$ cat config.mk
export PLATFORM = sky130hd
export DESIGN_NAME = arc_event_queue
export DESIGN_NICKNAME = d
export VERILOG_FILES = /design/src/rtl/arc_pkg.sv /design/src/rtl/arc_event_queue.sv
export SDC_FILE = /design/constraint.sdc
export NUM_CORES = 1
export LEC_CHECK = 0
export BUFFER_PORTS_ARGS = -buffer_cell sky130_fd_sc_hd__buf_2
export CELL_PAD_IN_SITES_DETAIL_PLACEMENT = 2
export CELL_PAD_IN_SITES_GLOBAL_PLACEMENT = 2
export CORE_MARGIN = 2
export CORE_UTILIZATION = 29
export DETAILED_ROUTE_END_ITERATION = 8
export MAX_ROUTING_LAYER = met4
export PLACE_DENSITY_LB_ADDON = 0.1
export SYNTH_ARGS = -nofsm -noshare
export SYNTH_HDL_FRONTEND = slang
export SYNTH_SLANG_ARGS = --single-unit
$ cat constraint.sdc
create_clock -name clk_i -period 1.6 [get_ports clk_i]
set_input_delay 0.08 -clock clk_i [delete_from_list [all_inputs] [get_ports clk_i]]
set_output_delay 0.08 -clock clk_i [all_outputs]
set_load 0.1 [all_outputs]
$ cat src/rtl/arc_pkg.sv
/*
  Package for the asynchronous receive checker and event-code reporter.
  Holds event codes, mask categories, special offsets, limits and the
  packed structs that carry packet descriptors between the link core and
  this block. Assumes a single link-layer clock domain.
*/
package arc_pkg;

  // ----------------------------------------------------------------
  // Event codes
  // ----------------------------------------------------------------
  localparam logic [7:0] ARC_EV_RX_FIFO = 8'h21;
  localparam logic [7:0] ARC_EV_RX_NODATA = 8'h22;
  localparam logic [7:0] ARC_EV_RX_OFS_A = 8'h23;
  localparam logic [7:0] ARC_EV_RX_OFS_B = 8'h24;
  localparam logic [7:0] ARC_EV_LEN_SHORT = 8'h31;
  localparam logic [7:0] ARC_EV_LEN_LONG = 8'h32;
  localparam logic [7:0] ARC_EV_FORMAT = 8'h33;
  localparam logic [7:0] ARC_EV_NO_END = 8'h34;
  localparam logic [7:0] ARC_EV_HDR_CRC = 8'h35;
  localparam logic [7:0] ARC_EV_DATA_CRC = 8'h36;
  localparam logic [7:0] ARC_EV_LEN_INVALID = 8'h37;
  localparam logic [7:0] ARC_EV_TX_SENT = 8'h61;
  localparam logic [7:0] ARC_EV_NONE = 8'h00;

  // ----------------------------------------------------------------
  // Mask categories (one-hot): C receive, D receive error, G sent
  // ----------------------------------------------------------------
  localparam logic [2:0] ARC_CAT_NONE = 3'h0;
  localparam logic [2:0] ARC_CAT_RX = 3'h1;
  localparam logic [2:0] ARC_CAT_RX_ERR = 3'h2;
  localparam logic [2:0] ARC_CAT_TX = 3'h4;

  // ----------------------------------------------------------------
  // Special destination offsets and length limits
  // ----------------------------------------------------------------
  localparam logic [47:0] ARC_OFS_A = 48'hffff_f000_1008;
  localparam logic [47:0] ARC_OFS_B = 48'hffff_f000_1010;
  localparam logic [15:0] ARC_ASYNC_MAX_LEN = 16'h0080;  // 128 bytes allowed
  localparam logic [15:0] ARC_BANK_SIZE_RST = 16'h0400;
  localparam logic [3:0] ARC_HDR_WORDS = 4'h4;
  localparam logic [31:0] ARC_HDR_RST = 32'h0000_0000;

  // Pad fill words
  localparam logic [31:0] ARC_PAD_ZERO = 32'h0000_0000;
  localparam logic [31:0] ARC_PAD_ONE = 32'hffff_ffff;

  // ----------------------------------------------------------------
  // Carriers
  // ----------------------------------------------------------------
  // Header summary, presented once the header has passed its CRC slot
  typedef struct packed {
    logic to_self;
    logic has_data;
    logic quadlet_payload;  // Quadlet write request / quadlet read response
    logic to_bank_fifo;
    logic format_bad;
    logic [47:0] dest_offset;
    logic [15:0] data_length;  // Bytes
    logic ack_due;
  } arc_hdr_info_t;

  // End-of-packet status from the receiver
  typedef struct packed {
    logic end_found;
    logic in_header;  // Packet ended while header still arriving
    logic hdr_crc_bad;
    logic data_crc_bad;
    logic [15:0] data_count;  // Bytes actually received
  } arc_end_info_t;

  // Verdict that steers the FIFO write path
  typedef struct packed {
    logic keep;
    logic pad;
    logic pad_ones;
    logic truncate;
    logic ack_busy;
    logic [15:0] store_length;
  } arc_verdict_t;

endpackage

$ cat src/rtl/arc_event_queue.sv
/*
  Event pending register for the checker. Holds one eight-bit event code
  with its mask category until software acknowledges it, and queues the
  next event in a one-deep holding slot.
  Assumes acknowledge arrives on the same clock as the events.
*/
`timescale 1ns/1ps
module arc_event_queue
  import arc_pkg::*;
(
  input wire logic clk_i,
  input wire logic rst_n_i,
  input wire logic ev_a_valid_i,
  input wire logic [7:0] ev_a_code_i,
  input wire logic ev_b_valid_i,
  input wire logic [7:0] ev_b_code_i,
  input wire logic ack_i,
  output logic pending_o,
  output logic [7:0] code_o,
  output logic [2:0] category_o,
  output logic overrun_o
);
  import arc_pkg::*;

  logic [7:0] hold_code;
  logic hold_valid;

  // ----------------------------------------------------------------
  // Category decode
  // ----------------------------------------------------------------
  // separate mask categories
  function automatic logic [2:0] cat_of(input logic [7:0] c);
    if (c[7:4] == 4'h2) begin
      cat_of = ARC_CAT_RX;
    end else if (c[7:4] == 4'h3) begin
      cat_of = ARC_CAT_RX_ERR;
    end else if (c == ARC_EV_TX_SENT) begin
      cat_of = ARC_CAT_TX;
    end else begin
      cat_of = ARC_CAT_NONE;
    end
  endfunction

  // Front slot: a new event wins over an acknowledge in the same cycle
  always_ff @(posedge clk_i or negedge rst_n_i) begin
    if (!rst_n_i) begin
      pending_o <= 1'b0;
      code_o <= ARC_EV_NONE;
      category_o <= ARC_CAT_NONE;
    end else if (!pending_o || ack_i) begin
      if (hold_valid) begin
        pending_o <= 1'b1;
        code_o <= hold_code;
        category_o <= cat_of(hold_code);
      end else if (ev_a_valid_i) begin
        pending_o <= 1'b1;
        code_o <= ev_a_code_i;
        category_o <= cat_of(ev_a_code_i);
      end else if (ev_b_valid_i) begin
        pending_o <= 1'b1;
        code_o <= ev_b_code_i;
        category_o <= cat_of(ev_b_code_i);
      end else begin
        pending_o <= 1'b0;
      end
    end
  end

  // Holding slot; only one extra event fits, further ones flag overrun.
  // An older held code is never overwritten, so report order is kept.
  always_ff @(posedge clk_i or negedge rst_n_i) begin
    if (!rst_n_i) begin
      hold_valid <= 1'b0;
      hold_code <= ARC_EV_NONE;
      overrun_o <= 1'b0;
    end else if (!pending_o || ack_i) begin
      if (hold_valid) begin
        // Front takes the held code, the first new event moves up
        hold_valid <= ev_a_valid_i || ev_b_valid_i;
        hold_code <= ev_a_valid_i ? ev_a_code_i : ev_b_code_i;
        overrun_o <= overrun_o | (ev_a_valid_i & ev_b_valid_i);
      end else begin
        // Front takes a single event itself; b waits only when both come
        hold_valid <= ev_a_valid_i && ev_b_valid_i;
        hold_code <= ev_b_code_i;
      end
    end else if (!hold_valid) begin
      hold_valid <= ev_a_valid_i || ev_b_valid_i;
      hold_code <= ev_a_valid_i ? ev_a_code_i : ev_b_code_i;
      overrun_o <= overrun_o | (ev_a_valid_i & ev_b_valid_i);
    end else begin
      overrun_o <= overrun_o | ev_a_valid_i | ev_b_valid_i;
    end
  end

endmodule

* After elaboration in Yosys (flattened, before gate mapping)
Cells that the tools add are included.
Cells by class: add/sub/neg operators 0, $mul 0, div/mod/pow operators 0, order comparisons 0, equal/unequal tests 11, shift operators 0, multiplexer cells 28, bitwise gates (word level) 4, reduce and logical (&&, ||, !) cells 6
Operators with widths (count):
- two-way mux 8 bit | 7
- two-way mux 3 bit | 12
- == test 4 x 2 -> 1 bit (second input constant) | 6
- == test 8 x 7 -> 1 bit (second input constant) | 3
- two-way mux 1 bit | 9
- OR 1 bit | 3
- nonzero test 3 bit | 1
- logical OR 1 bit | 2
- inequality test 2 x 1 -> 1 bit (second input constant) | 1
- inequality test 2 bit (second input constant) | 1
- AND reduction 2 bit | 1
- bitwise AND 1 bit | 1
- logical AND 1 bit | 1
- zero test 1 bit | 1
Word-level totals: register bits 22, latch bits 0, memory bits (writable) 0, memory bits (read-only) 0, word-level logic and storage cells 55, memories kept 0

* Logic depth before layout (Yosys ltp)
word-level depth 7, depth in mapped cells 6

* Worst setup path before layout
OpenSTA, ideal clock, no wires.
path type register -> register, from register pending_o, to register code_o[0], arrival time 1.878 ns, required time 1.524 ns, setup slack -0.354 ns, cell stages (with the launch flop) 7, buffers on the path 2, period minus slack after synthesis 1.954 ns, cells stage by stage dfrtp_1 > nor2b_1 > or2_1 > buf_2 > buf_2 > nand2_1 > o21ai_1
On the way: word-level cells in the longest chain between the ends 3
RTL lines:
- from (decl) | RTL line arc_event_queue.sv:18 | output logic pending_o,
- from (signal assigned) | RTL line arc_event_queue.sv:47 | pending_o <= 1'b0;
- from (signal assigned) | RTL line arc_event_queue.sv:52 | pending_o <= 1'b1;
- from (signal assigned) | RTL line arc_event_queue.sv:56 | pending_o <= 1'b1;
- zero test 1 bit | RTL line arc_event_queue.sv:50 | end else if (!pending_o || ack_i) begin
- logical OR 1 bit | RTL line arc_event_queue.sv:50
- AND reduction 2 bit (no line)
- to (signal assigned) | RTL line arc_event_queue.sv:53 | code_o <= hold_code;
- to (signal assigned) | RTL line arc_event_queue.sv:57 | code_o <= ev_a_code_i;
- to (signal assigned) | RTL line arc_event_queue.sv:61 | code_o <= ev_b_code_i;
- to (decl) | RTL line arc_event_queue.sv:19 | output logic [7:0] code_o,
No other way between the ends. A chain may end at the register's enable or synchronous reset.

* Final worst setup path
from register hold_valid, to register category_o[2]
On the way: word-level cells in the longest chain between the ends 2
RTL lines:
- from (decl) | RTL line arc_event_queue.sv:26 | logic hold_valid;
- from (signal assigned) | RTL line arc_event_queue.sv:79 | hold_valid <= ev_a_valid_i || ev_b_valid_i;
- from (signal assigned) | RTL line arc_event_queue.sv:84 | hold_valid <= ev_a_valid_i && ev_b_valid_i;
- from (signal assigned) | RTL line arc_event_queue.sv:88 | hold_valid <= ev_a_valid_i || ev_b_valid_i;
- nonzero test 3 bit (no line)
- AND reduction 2 bit (no line)
- to (signal assigned) | RTL line arc_event_queue.sv:54 | category_o <= cat_of(hold_code);
- to (signal assigned) | RTL line arc_event_queue.sv:58 | category_o <= cat_of(ev_a_code_i);
- to (signal assigned) | RTL line arc_event_queue.sv:62 | category_o <= cat_of(ev_b_code_i);
- to (decl) | RTL line arc_event_queue.sv:20 | output logic [2:0] category_o,
Several ways; a longest one is shown, not always the timed one.

==> reports/results.ini <==
[cts]
post_cts_buffers=0
ctsRootBufferMaster=clkbuf_8
clk_pin_slew_ps=90
clkLatencyLatePin_ps=260
htree_levels=1
ctsHoldBuffers=1
cts.sinks=22
cts_tree=done
cts-resized-gates=0
cts_buffer_depth=2
cts_buffers=3

[routing]
vias=1243
wl_mm=3.79
ant_nets=0
via_per_inst=5.24
first_pass_iters=4
drc_errors=0
wl_per_cell_um=16.0
drt-initial-drc-count=8

[layout]
fill_cells=502
layout_common_cells=buf_2, nor2_1, dfrtp_1, nand2_1, a21oi_1
final_util_pct=36.9
multi_input_area_um2=669
final_common_cell=buf_2
seq_area_um2=554
drive_gt1_share_pct=23.8
synthToLayoutAreaGrowth_pct=24.3
diodes=0
fin_nets=207

[timing]
period_minus_slack_ps=1440
worst_pin_slew_ps=502
relSlewSlack_pct=66.5
grt_setup_unrepaired=no
fin_setup_tns_ps=0
skew_ps=12.1
clock.fmax_mhz=694
hold_violations=0
hold_slack_ps=101
setup_viol=0
fin_crit_sh_pct=90.1
slew_viol_final=0

[setup_path]
required_ps=1770
end_kind=flop
cp-start-kind=flop
slowest_stage=dfrtp_1
cp_cell_sequence=nor4b_1 > nand3b_1 > o22a_1 > a31oi_1
cpPeakStageDelay_ps=450
path_max_fanout=6
cp.arrival_ps=1620
crit_type=flop to flop

[global_route]
grt_pass1_wl_mm=6.56
grt_pass1_vias=1337
grt_use_total_pct=16.9
overflow=0
grt_max_degree=34
antenna_found_initial=0

[synthesis]
synth-edff-count=0
syn_area_mm2=0.00127
ys_warn_count=0
ys.flop_type=dfrtp_1
synth_seq_cells=22
syn_area_per_cell_um2=8.33
yosys.area.top_type_share_pct=43.5
synth_area_leader_cell=dfrtp_1
async_flop_share_pct=100
syn-instance-count=152
syn_nets=173
ys_seq_area_share_pct=43.5
synth_area_leaders=dfrtp_1, a21oi_1, mux2i_1
ys_types=29

[power]
p_switching_uw=910
pwr-share-seq_pct=37.7
pwr-share-comb_pct=43.9
p_leak_uw=0.000693
peakVddDrop_uv=329
p_int_uw=1020
netSwitchingFraction_pct=47.0
power_density_mw_per_mm2=1230
clock_power_share_pct=18.4

[worst_hold_path]
hp-class=input port to flop

[flow_run]
drv_cap=0

[status]
status=completed

[floorplanning]
fp.dieArea_mm2=0.00491
core.rowCount=24
start_util_pct=29.7
io_pins=34
fp.dieW_um=70.1
die_h_um=70.1
core_mm2=0.00426

[place]
dp_hpwl_mm=2.99
port_buffers=33
place_congestion=0.720

-- flip-flops by register name, summed over array words and instances, names as in the netlist --
name / flops
overrun_o: 1
code_o: 8
hold_code: 8
category_o: 3
pending_o: 1
hold_valid: 1
-- cells by family after synthesis --
logic type / count (synthesis) / synth area share (%)
flip-flops: 22 / 43.5
adder cells (fa/ha/maj): 1 / 0.791
buffers and inverters: 13 / 4.25
AND/OR/NAND/NOR: 58 / 22.3
multiplexers: 8 / 6.32
AO/OA/AOI/OAI: 50 / 22.8
-- metal layers --
metal / global-route usage, % / routed length (um)
met5: - / 0
met4: 4.49 / 34
met3: 1.73 / 160
met2: 25.9 / 1710
met1: 24.1 / 1890
-- area by class of cell --
type / count / area share (%)
clock buffer: 4 / 2.86
inverter: 2 / 0.477
multi-input combinational: 117 / 42.5
sequential: 22 / 35.2
tap: 52 / 4.13
timing repair buffer: 40 / 14.8
-- critical path: cells and delay by family (launching register included) --
kind	cells	cell delay, ps
AND/OR/NAND/NOR	2	480
AO/OA/AOI/OAI	2	420
flip-flops	1	450
-- final timing paths --
| kind | from | end | slack, ps | depth (start not counted) |
|---|---|---|---|---|
| setup / recovery | hold_valid | category_o[2] | 160 | 4 |
| setup reg to reg | hold_valid | category_o[2] | 160 | 4 |
| max in group asynchronous | rst_n_i | pending_o | 910 | 2 |
| min in group asynchronous | rst_n_i | code_o[5] | 310 | 2 |
| hold reg to reg | code_o[5] | code_o[5] | 490 | 2 |
| hold / removal | ev_b_valid_i | hold_valid | 100 | 3 |
-- power by group through the flow --
stage | clock [uW] | sequential, uW | combinational [uW]
2_1_floorplan | 0 | 1150 | 237
3_3_place_gp | 0 | 732 | 839
3_5_place_dp | 0 | 742 | 856
4_1_cts | 370 | 732 | 860
5_1_grt | 400 | 747 | 908
6_report | 357 | 729 | 849
-- metrics by stage --
stage	worst slack [ps]	cells	total power, uW	cell area [um^2]
6_report	159	237	1930	1570
3_3_place_gp	105	232	1570	1520
5_1_grt	6.55	237	2060	1570
2_1_floorplan	29.5	152	1380	1280
3_5_place_dp	127	232	1600	1520
4_1_cts	128	237	1960	1570
-- cells in the mapped netlist, drive strengths merged (2+ instances only) --
cell and count:
nand2b 2, nor3 2, inv 2, nor4b 3
buf 7, mux2i 8, clkbuf 4, o211ai 8
o21ai 19, nor2 21, a21oi 17, nand2 20
nand3b 2, dfrtp 22, a31oi 2, o22a 2
(Power assumes the default switching activity.)
